### src/pwmart_pkg.sv
/*
  Package for the PWM auto-reload timer with input capture: register
  offsets, field positions, reset values and carrier structs.
  Assumes a 32-bit AXI4-Lite register bus; each register sits in the low byte of one word.
*/
package pwmart_pkg;
  localparam logic [7:0] PWMART_OFS_CSR = 8'h00;
  localparam logic [7:0] PWMART_OFS_CNT = 8'h04;
  localparam logic [7:0] PWMART_OFS_RLD = 8'h08;
  localparam logic [7:0] PWMART_OFS_PWMC = 8'h0c;
  localparam logic [7:0] PWMART_OFS_DUTY0 = 8'h10;
  localparam logic [7:0] PWMART_OFS_DUTY1 = 8'h14;
  localparam logic [7:0] PWMART_OFS_CCS = 8'h18;
  localparam logic [7:0] PWMART_OFS_CAP0 = 8'h1c;
  localparam logic [7:0] PWMART_OFS_CAP1 = 8'h20;
  localparam logic [7:0] PWMART_OFS_SYS = 8'h24;
  localparam int PWMART_CSR_EXT = 7;
  localparam int PWMART_CSR_PS_LO = 4;
  localparam int PWMART_CSR_RUN = 3;
  localparam int PWMART_CSR_FRL = 2;
  localparam int PWMART_CSR_OIE = 1;
  localparam int PWMART_CSR_OVF = 0;
  localparam int PWMART_PWMC_OE_LO = 4;
  localparam int PWMART_PWMC_POL_LO = 0;
  localparam int PWMART_CCS_EDGE_LO = 4;
  localparam int PWMART_CCS_IE_LO = 2;
  localparam int PWMART_CCS_FLAG_LO = 0;
  localparam int PWMART_SYS_HALT = 0;
  localparam logic [7:0] PWMART_RST_BYTE = 8'h00;
  localparam logic [6:0] PWMART_PS_RST = 7'h00;
  localparam logic [7:0] PWMART_CNT_TOP = 8'hff;
  localparam logic [1:0] PWMART_RESP_OKAY = 2'h0;
  localparam logic [1:0] PWMART_RESP_SLVERR = 2'h2;

  typedef struct packed {
    logic ext_clock_select;
    logic [2:0] prescale_select;
    logic counter_run;
    logic overflow_irq_enable;
  } pwmart_ctrl_s;

  typedef struct packed {
    logic [1:0] pwm_enable;
    logic [1:0] pwm_polarity;
  } pwmart_pwmc_s;
endpackage

### src/pwmart_top.sv
/*
  PWM auto-reload timer: 7-bit prescaler, 8-bit auto-reload counter,
  two PWM channels and two input-capture channels, AXI4-Lite slave.
  Assumes all inputs synchronous to aclk; ext_clock_in is sampled and
  its rising edge counted, so it must be slower than aclk / 2.
*/
`timescale 1ns/10ps
module pwmart_top
  import pwmart_pkg::*;
(
  input wire logic aclk,
  input wire logic aresetn,
  input wire logic [7:0] s_axi_awaddr,
  input wire logic [2:0] s_axi_awprot,
  input wire logic s_axi_awvalid,
  output logic s_axi_awready,
  input wire logic [31:0] s_axi_wdata,
  input wire logic [3:0] s_axi_wstrb,
  input wire logic s_axi_wvalid,
  output logic s_axi_wready,
  output logic [1:0] s_axi_bresp,
  output logic s_axi_bvalid,
  input wire logic s_axi_bready,
  input wire logic [7:0] s_axi_araddr,
  input wire logic [2:0] s_axi_arprot,
  input wire logic s_axi_arvalid,
  output logic s_axi_arready,
  output logic [31:0] s_axi_rdata,
  output logic [1:0] s_axi_rresp,
  output logic s_axi_rvalid,
  input wire logic s_axi_rready,
  input wire logic ext_clock_in,
  input wire logic [1:0] capture_input_pin,
  output logic [1:0] pwm_output_pin,
  output logic [1:0] pwm_output_oe,
  output logic timer_irq,
  output logic wake_request
);
  pwmart_ctrl_s ctrl_r;
  pwmart_pwmc_s pwmc_r;
  logic overflow_flag_r;
  logic halt_r;
  logic [6:0] presc_r;
  logic [7:0] count_r;
  logic [7:0] reload_value_r;
  logic [7:0] duty_cycle_r [2];
  logic [7:0] compare_shadow_r [2];
  logic [7:0] capture_data_r [2];
  logic [1:0] capture_flag_r;
  logic [1:0] capture_edge_select_r;
  logic [1:0] capture_irq_enable_r;
  logic [1:0] cap_pin_d_r;
  logic [1:0] pwm_level_r;
  logic ext_d_r;
  logic aw_full_r;
  logic w_full_r;
  logic [7:0] aw_addr_r;
  logic [7:0] w_byte_r;
  logic w_lane_r;
  logic input_tick;
  logic presc_tick;
  logic cnt_tick;
  logic overflow;
  logic sw_load;
  logic wr_go;
  logic rd_go;
  logic wr_csr;
  logic wr_cnt;
  logic rd_csr;
  logic [1:0] cap_event;
  logic [1:0] cap_rd;
  logic [7:0] rd_byte;
  logic rd_hit;
  logic wr_hit;
  logic [7:0] tap_mask;

  // Write channel: address and data taken in either order, one at a time
  assign wr_go = aw_full_r && w_full_r && !s_axi_bvalid;
  assign rd_go = s_axi_arvalid && s_axi_arready;
  assign wr_hit = (aw_addr_r <= PWMART_OFS_SYS) && (aw_addr_r[1:0] == 2'h0);
  assign wr_csr = wr_go && w_lane_r && (aw_addr_r == PWMART_OFS_CSR);
  assign wr_cnt = wr_go && w_lane_r && (aw_addr_r == PWMART_OFS_CNT);
  assign rd_csr = rd_go && (s_axi_araddr == PWMART_OFS_CSR);

  always_ff @(posedge aclk) begin
    if (!aresetn) begin
      aw_full_r <= 1'b0;
      w_full_r <= 1'b0;
      aw_addr_r <= PWMART_RST_BYTE;
      w_byte_r <= PWMART_RST_BYTE;
      w_lane_r <= 1'b0;
      s_axi_awready <= 1'b0;
      s_axi_wready <= 1'b0;
      s_axi_bvalid <= 1'b0;
      s_axi_bresp <= PWMART_RESP_OKAY;
    end else begin
      s_axi_awready <= !aw_full_r && !s_axi_awready && !s_axi_bvalid;
      s_axi_wready <= !w_full_r && !s_axi_wready && !s_axi_bvalid;
      if (s_axi_awvalid && s_axi_awready) begin
        aw_full_r <= 1'b1;
        aw_addr_r <= s_axi_awaddr;
        s_axi_awready <= 1'b0;
      end
      if (s_axi_wvalid && s_axi_wready) begin
        w_full_r <= 1'b1;
        w_byte_r <= s_axi_wdata[7:0];
        w_lane_r <= s_axi_wstrb[0];
        s_axi_wready <= 1'b0;
      end
      if (wr_go) begin
        aw_full_r <= 1'b0;
        w_full_r <= 1'b0;
        s_axi_bvalid <= 1'b1;
        s_axi_bresp <= wr_hit ? PWMART_RESP_OKAY : PWMART_RESP_SLVERR;
      end else if (s_axi_bvalid && s_axi_bready) begin
        s_axi_bvalid <= 1'b0;
      end
    end
  end

  // Software-written registers
  always_ff @(posedge aclk) begin
    if (!aresetn) begin
      ctrl_r <= '0;
      pwmc_r <= '0;
      reload_value_r <= PWMART_RST_BYTE;
      duty_cycle_r[0] <= PWMART_RST_BYTE;
      duty_cycle_r[1] <= PWMART_RST_BYTE;
      capture_edge_select_r <= 2'h0;
      capture_irq_enable_r <= 2'h0;
      halt_r <= 1'b0;
    end else if (wr_go && w_lane_r) begin
      unique case (aw_addr_r)
        PWMART_OFS_CSR: begin
          ctrl_r.ext_clock_select <= w_byte_r[PWMART_CSR_EXT];
          ctrl_r.prescale_select <= w_byte_r[PWMART_CSR_PS_LO +: 3];
          ctrl_r.counter_run <= w_byte_r[PWMART_CSR_RUN];
          ctrl_r.overflow_irq_enable <= w_byte_r[PWMART_CSR_OIE];
        end
        PWMART_OFS_RLD: reload_value_r <= w_byte_r;
        PWMART_OFS_PWMC: begin
          pwmc_r.pwm_enable <= w_byte_r[PWMART_PWMC_OE_LO +: 2];
          pwmc_r.pwm_polarity <= w_byte_r[PWMART_PWMC_POL_LO +: 2];
        end
        PWMART_OFS_DUTY0: duty_cycle_r[0] <= w_byte_r;
        PWMART_OFS_DUTY1: duty_cycle_r[1] <= w_byte_r;
        PWMART_OFS_CCS: begin
          capture_edge_select_r <= w_byte_r[PWMART_CCS_EDGE_LO +: 2];
          capture_irq_enable_r <= w_byte_r[PWMART_CCS_IE_LO +: 2];
        end
        PWMART_OFS_SYS: halt_r <= w_byte_r[PWMART_SYS_HALT];
        default: ;
      endcase
    end
  end

  // Prescaler input: CPU clock every cycle, or a sampled external rising edge
  always_ff @(posedge aclk) begin
    if (!aresetn) begin
      ext_d_r <= 1'b0;
    end else begin
      ext_d_r <= ext_clock_in;
    end
  end
  assign input_tick = ctrl_r.ext_clock_select ? (ext_clock_in && !ext_d_r) : 1'b1;

  // Tap n ticks when the low n prescaler bits are all ones
  assign tap_mask = 8'((8'h01 << ctrl_r.prescale_select) - 8'h01);
  assign presc_tick = ((presc_r & tap_mask[6:0]) == tap_mask[6:0]);
  assign cnt_tick = ctrl_r.counter_run && input_tick && presc_tick;
  // A software load of the counter wins, so no rollover is seen on that edge
  assign sw_load = (wr_csr && w_byte_r[PWMART_CSR_FRL]) || wr_cnt;
  assign overflow = cnt_tick && (count_r == PWMART_CNT_TOP) && !sw_load;

  always_ff @(posedge aclk) begin
    if (!aresetn) begin
      presc_r <= PWMART_PS_RST;
    end else if (sw_load) begin
      presc_r <= PWMART_PS_RST;
    end else if (ctrl_r.counter_run && input_tick) begin
      presc_r <= 7'(presc_r + 7'h01);
    end
  end

  always_ff @(posedge aclk) begin
    if (!aresetn) begin
      count_r <= PWMART_RST_BYTE;
    end else if (wr_csr && w_byte_r[PWMART_CSR_FRL]) begin
      count_r <= reload_value_r;
    end else if (wr_cnt) begin
      count_r <= w_byte_r;
    end else if (overflow) begin
      count_r <= reload_value_r;
    end else if (cnt_tick) begin
      count_r <= 8'(count_r + 8'h01);
    end
  end

  // Overflow flag: a new overflow wins over the clearing read
  always_ff @(posedge aclk) begin
    if (!aresetn) begin
      overflow_flag_r <= 1'b0;
    end else if (overflow) begin
      overflow_flag_r <= 1'b1;
    end else if (rd_csr) begin
      overflow_flag_r <= 1'b0;
    end
  end

  // PWM channels, capture channels
  for (genvar i = 0; i < 2; i++) begin : g_ch
    always_ff @(posedge aclk) begin
      if (!aresetn) begin
        compare_shadow_r[i] <= PWMART_RST_BYTE;
        pwm_level_r[i] <= 1'b0;
      end else if (overflow) begin
        compare_shadow_r[i] <= duty_cycle_r[i];
        pwm_level_r[i] <= 1'b1;
      end else if (cnt_tick && (count_r == compare_shadow_r[i])) begin
        pwm_level_r[i] <= 1'b0;
      end
    end
    // Polarity is applied combinationally ahead of the output flop
    always_ff @(posedge aclk) begin
      if (!aresetn) begin
        pwm_output_pin[i] <= 1'b0;
        pwm_output_oe[i] <= 1'b0;
      end else begin
        pwm_output_pin[i] <= pwmc_r.pwm_enable[i] &&
          (pwm_level_r[i] ^ pwmc_r.pwm_polarity[i]);
        pwm_output_oe[i] <= pwmc_r.pwm_enable[i];
      end
    end

    assign cap_event[i] = capture_edge_select_r[i] ?
      (capture_input_pin[i] && !cap_pin_d_r[i]) :
      (!capture_input_pin[i] && cap_pin_d_r[i]);
    assign cap_rd[i] = rd_go &&
      (s_axi_araddr == (i == 0 ? PWMART_OFS_CAP0 : PWMART_OFS_CAP1));

    always_ff @(posedge aclk) begin
      if (!aresetn) begin
        cap_pin_d_r[i] <= 1'b0;
        capture_flag_r[i] <= 1'b0;
        capture_data_r[i] <= PWMART_RST_BYTE;
      end else begin
        cap_pin_d_r[i] <= capture_input_pin[i];
        if (cap_event[i] && !capture_flag_r[i]) begin
          capture_flag_r[i] <= 1'b1;
          capture_data_r[i] <= count_r;
        end else if (cap_rd[i]) begin
          capture_flag_r[i] <= 1'b0;
        end
      end
    end

    chk_cap_latch: assert property (@(posedge aclk) disable iff (!aresetn)
      cap_event[i] && !capture_flag_r[i] |=> capture_flag_r[i] &&
      capture_data_r[i] == $past(count_r)) else $error("capture not latched");
    chk_cap_inhibit: assert property (@(posedge aclk) disable iff (!aresetn)
      capture_flag_r[i] && !cap_rd[i] |=> $stable(capture_data_r[i]) && capture_flag_r[i])
      else $error("capture data changed while flag set");
    chk_pwm_pol: assert property (@(posedge aclk) disable iff (!aresetn)
      pwmc_r.pwm_enable[i] |=> pwm_output_pin[i] ==
      ($past(pwm_level_r[i]) ^ $past(pwmc_r.pwm_polarity[i])))
      else $error("pwm level wrong for polarity");
  end

  // Interrupt and wake outputs
  always_ff @(posedge aclk) begin
    if (!aresetn) begin
      timer_irq <= 1'b0;
      wake_request <= 1'b0;
    end else begin
      timer_irq <= |(capture_flag_r & capture_irq_enable_r) ||
        (overflow_flag_r && ctrl_r.overflow_irq_enable);
      wake_request <= halt_r && (|(cap_event & capture_irq_enable_r) ||
        |(capture_flag_r & capture_irq_enable_r));
    end
  end

  // Read channel
  always_comb begin
    rd_byte = PWMART_RST_BYTE;
    rd_hit = 1'b1;
    unique case (s_axi_araddr)
      PWMART_OFS_CSR: rd_byte = {ctrl_r.ext_clock_select, ctrl_r.prescale_select,
        ctrl_r.counter_run, 1'b0, ctrl_r.overflow_irq_enable, overflow_flag_r};
      PWMART_OFS_CNT: rd_byte = count_r;
      PWMART_OFS_RLD: rd_byte = reload_value_r;
      PWMART_OFS_PWMC: rd_byte = {2'h0, pwmc_r.pwm_enable, 2'h0, pwmc_r.pwm_polarity};
      PWMART_OFS_DUTY0: rd_byte = duty_cycle_r[0];
      PWMART_OFS_DUTY1: rd_byte = duty_cycle_r[1];
      PWMART_OFS_CCS: rd_byte = {2'h0, capture_edge_select_r, capture_irq_enable_r,
        capture_flag_r};
      PWMART_OFS_CAP0: rd_byte = capture_data_r[0];
      PWMART_OFS_CAP1: rd_byte = capture_data_r[1];
      PWMART_OFS_SYS: rd_byte = {7'h00, halt_r};
      default: rd_hit = 1'b0;
    endcase
  end

  always_ff @(posedge aclk) begin
    if (!aresetn) begin
      s_axi_arready <= 1'b0;
      s_axi_rvalid <= 1'b0;
      s_axi_rdata <= 32'h0000_0000;
      s_axi_rresp <= PWMART_RESP_OKAY;
    end else begin
      s_axi_arready <= !s_axi_arready && !s_axi_rvalid;
      if (rd_go) begin
        s_axi_arready <= 1'b0;
        s_axi_rvalid <= 1'b1;
        s_axi_rdata <= {24'h00_0000, rd_byte};
        s_axi_rresp <= rd_hit ? PWMART_RESP_OKAY : PWMART_RESP_SLVERR;
      end else if (s_axi_rvalid && s_axi_rready) begin
        s_axi_rvalid <= 1'b0;
      end
    end
  end

  chk_ovf_set: assert property (@(posedge aclk) disable iff (!aresetn)
    overflow |=> overflow_flag_r && count_r == $past(reload_value_r))
    else $error("overflow did not reload or flag");
  chk_ovf_clear: assert property (@(posedge aclk) disable iff (!aresetn)
    rd_csr && !overflow |=> !overflow_flag_r) else $error("status read kept flag");
  chk_run_freeze: assert property (@(posedge aclk) disable iff (!aresetn)
    !ctrl_r.counter_run && !wr_csr && !wr_cnt |=> $stable(count_r) && $stable(presc_r))
    else $error("counter moved while stopped");
  chk_irq_level: assert property (@(posedge aclk) disable iff (!aresetn)
    |(capture_flag_r & capture_irq_enable_r) |=> timer_irq)
    else $error("capture irq not asserted");
  chk_frl_reload: assert property (@(posedge aclk) disable iff (!aresetn)
    wr_csr && w_byte_r[PWMART_CSR_FRL] |=> count_r == $past(reload_value_r) && presc_r == 7'h00)
    else $error("force reload failed");
  chk_cnt_step: assert property (@(posedge aclk) disable iff (!aresetn)
    cnt_tick && !overflow && !wr_csr && !wr_cnt |=> count_r == 8'($past(count_r) + 8'h01))
    else $error("counter did not step");
endmodule

### config.mk
export PLATFORM = sky130hd
export DESIGN_NAME = pwmart_top
export DESIGN_NICKNAME = d
export VERILOG_FILES = /design/src/pwmart_pkg.sv /design/src/pwmart_top.sv
export SDC_FILE = /design/constraint.sdc
export NUM_CORES = 1
export LEC_CHECK = 0
export BUFFER_PORTS_ARGS = -buffer_cell sky130_fd_sc_hd__buf_4
export CAP_MARGIN = 20
export CORE_ASPECT_RATIO = 1.2
export CORE_MARGIN = 2
export CORE_UTILIZATION = 40
export CTS_CLUSTER_DIAMETER = 40
export DETAILED_ROUTE_END_ITERATION = 16
export SLEW_MARGIN = 5
export SYNTH_ARGS = -nofsm -noshare
export SYNTH_HDL_FRONTEND = slang
export SYNTH_SLANG_ARGS = --single-unit
### constraint.sdc
create_clock -name aclk -period 2.7 [get_ports aclk]
set_clock_uncertainty 0.2 [all_clocks]
set_input_delay 0.675 -clock aclk [delete_from_list [all_inputs] [get_ports aclk]]
set_output_delay 0.675 -clock aclk [all_outputs]
set_load 0.01 [all_outputs]
==> metrics <==
Setup crit end kind=flip-flop; CTS tree=built; hold-fix buffers at CTS=0; drt pass-1 iters=5; Worst EP required=2.68 ns; Final Non-Filler Cells=1,005; area growth from synthesis to layout=20.6%; Clk pwr share=0.492; sw power=0.00111 W; first-pass GRT wire length=28.6 mm; Synth warnings=0; remaining antenna violation count after routing=0; status=finished clean; Relative slew margins=0.457; Worst Hold Depth=1; WL final=18.2 mm; hold path startpoint=s_axi_rvalid; initial antenna violation count=1; switch share=0.226; # diodes=0; PwrDens=608 nW/um2; setup TNS=0 ns; internal power=0.00379 W; largest net degree at the start of global routing=41; Final Hold Fails=0; worst r2r dst=compare_shadow_r[1][5]; Core ar.=16,300 um2; GPL Wtd Cong=0.909; Max Root-Sink Buffers=2; P_leak=3.10 nW; vias in the first global route=5,236; Synth Cell Area=6670 um2; final slew viol count=0; Critical Path Start Type=flip-flop; vias=5,394; Seq/Total Area, Yosys=0.474; # setup viols final=0; average cell area after synthesis=9.49 um2; detail-routed via count per cell=5.37; CTS sink cnt=134; max_cap viols=0; Multi-input gate area=3220 um2; Synth Instances=703; post-synthesis async set-or-reset flop share=0; GR Util All Layers=0.212; # rows=51; met1 WL=7.70 mm; worst vdd ir=0.000424 V; period utilization=0.974; Tot Pwr=0.00490 W; Post-synth top flop=dfxtp_1; share of layout cells above drive strength 1=0.197; placed inst area=7390 um2; I/O Pins=115; DRC Markers=0; Hold/Removal Path Class=reg2reg; final-stage net count=851; kind of critical path=reg2reg; reg2reg start=ctrl_r[2]; R2R setup slack=0.07 ns; Hold Path Sink=s_axi_arready; Worst Tran Pin Value=0.807 ns; Finished Cell Area=8050 um2; post-synthesis cell type count=66; PortBufs=55; Congestion Overflow GR=0; RSZ-0062 raised after global routing=no; H-Tree Depth=4; Clock transition at path regs=0.06 ns; Die Wd=122 um; R2R depth=8; root buffer cell=clkbuf_16; Reg area=3160 um2; Clock Latency Late Sink=0.43 ns; initial core utilization=0.410; met3 wire length=1.19 mm; Crit Path Max Fanout=16; Yosys reg bits=134; CTS buffer count=17; post-DP HPWL=13.4 mm; metal2 WL=8.64 mm; Post-synth EDFFs=48; arrival time worst endpoint=2.61 ns; combinational power share=0.058; FMAX=380 MHz; part of the power in registers=0.450; Max Used Layer=met4; Cells after DPL=970; DIE AREA=17,700 um2; drt wl/cell=18.1 um; Core Util, Final=0.495; FILL cells=1,495; initial DRC count=447; die height=146 um; Final min period=2.63 ns
==> power by group through the flow <==
stage	logic, W	registers, W	clock network, W
2_1_floorplan	0.000203	0.00222	0
3_3_place_gp	0.000277	0.00224	0
3_5_place_dp	0.000281	0.00225	0
4_1_cts	0.000282	0.00220	0.00242
5_1_grt	0.000311	0.00221	0.00252
6_report	0.000283	0.00220	0.00241
==> final cells by class <==
| class | instances | area share |
|---|---|---|
| clock buffers | 20 | 0.0581 |
| clock inverters | 12 | 0.0183 |
| inverters | 10 | 0.00466 |
| multi-input cells | 519 | 0.400 |
| flip-flops and latches | 134 | 0.393 |
| well taps | 212 | 0.0330 |
| repair buffers | 98 | 0.0930 |
==> critical path: stages (launching register included) <==
cell and delay (ns):
dfxtp_1 0.31, or3_4 0.39, ha_2 0.22, or4_4 0.44, a31oi_4 0.23, or3_4 0.22, nor3_4 0.06, buf_12 0.15
and2_1 0.15
==> worst max-delay path by stage <==
stage,end,from,cells after the start,slack [ns]
after floorplan,count_r[0],ctrl_r[3],9,0.009
after global placement,s_axi_rdata[7],s_axi_araddr[1],7,-0.09
after detailed placement,s_axi_rdata[7],s_axi_araddr[1],7,-0.10
after CTS,compare_shadow_r[1][5],ctrl_r[2],8,0.01
after global routing,compare_shadow_r[1][2],ctrl_r[2],8,0.001
final,compare_shadow_r[1][5],ctrl_r[2],8,0.07
==> logic make-up after synthesis <==
kind of cell / count (synthesis) / share of synthesized area
multiplexers: 39 / 0.0707
XOR/XNOR: 28 / 0.0367
AO/OA/AOI/OAI: 130 / 0.125
flip-flops: 134 / 0.474
other: 1 / 0.000562
AND/OR/NAND/NOR: 292 / 0.226
adder cells (fa/ha/maj): 3 / 0.00562
buffers and inverters: 76 / 0.0617
==> sequential cells by signal, summed over array words and instances, names as in the netlist, 4 cells and up <==
register,flops
reload_value_r,8
w_byte_r,8
count_r,8
s_axi_rdata,8
presc_r,7
capture_data_r,16
compare_shadow_r,16
pwmc_r,4
aw_addr_r,8
duty_cycle_r,16
ctrl_r,6
==> cell usage in the layout (no fill, tap or decap), types with 5 or more instances in the layout <==
| cell | instances |
|---|---|
| buf_4 | 97 |
| dfxtp_1 | 86 |
| nand2_1 | 83 |
| nor2_1 | 52 |
| a21oi_1 | 49 |
| and2_1 | 48 |
| edfxtp_1 | 48 |
| o21ai_0 | 33 |
| mux2i_1 | 28 |
| conb_1 | 26 |
| nand3_1 | 24 |
| xnor2_1 | 23 |
| clkbuf_16 | 18 |
| nor3_1 | 16 |
| nand4_1 | 12 |
| inv_1 | 9 |
| nor2b_1 | 7 |
| nand2b_1 | 7 |
| and3_1 | 7 |
| nor4_1 | 7 |
| a22oi_1 | 7 |
| mux4_2 | 6 |
| or3_1 | 5 |
| xor2_1 | 5 |
| a31oi_1 | 5 |
| mux2_2 | 5 |
==> timing repair <==
action / CTS / global route
pin swaps: 1 / 1
gates resized for setup: 0 / 3
buffers inserted: 1 / 1
setup endpoints to repair: 16 / 22
gates cloned: 0 / 1
==> metal layers <==
layer  GRT usage  vias to the layer above
met2       0.346                      232
met5           0                        -
met3      0.0478                       45
met1       0.267                     2518
li1            -                     2599
met4      0.0925                        0
==> synthesized netlist by cell type, types with 6 or more instances <==
| cell | instances | area (um2) |
|---|---|---|
| a21oi_1 | 49 | 245 |
| a22oi_1 | 7 | 52.6 |
| and2_1 | 48 | 300 |
| and3_1 | 7 | 43.8 |
| buf_4 | 27 | 203 |
| clkbuf_1 | 30 | 113 |
| dfxtp_1 | 86 | 1720 |
| edfxtp_1 | 48 | 1440 |
| inv_1 | 10 | 37.5 |
| mux2i_1 | 28 | 280 |
| mux4_2 | 6 | 135 |
| nand2_1 | 84 | 315 |
| nand2b_1 | 7 | 43.8 |
| nand3_1 | 24 | 120 |
| nand4_1 | 12 | 75.1 |
| nor2_1 | 52 | 195 |
| nor2b_1 | 7 | 43.8 |
| nor3_1 | 16 | 80.1 |
| nor4_1 | 7 | 43.8 |
| o21ai_0 | 33 | 165 |
| or3_1 | 6 | 37.5 |
| xnor2_1 | 23 | 201 |
==> through the flow <==
stage / hold slack [ns] / setup WS [ns]
after floorplan: 0.224 / 0.00894
after global placement: 0.236 / -0.0862
after detailed placement: 0.248 / -0.102
after CTS: 0.255 / 0.0103
after global routing: 0.274 / 0.00131
final: 0.248 / 0.0707
Power figures use the tool's default switching activity.
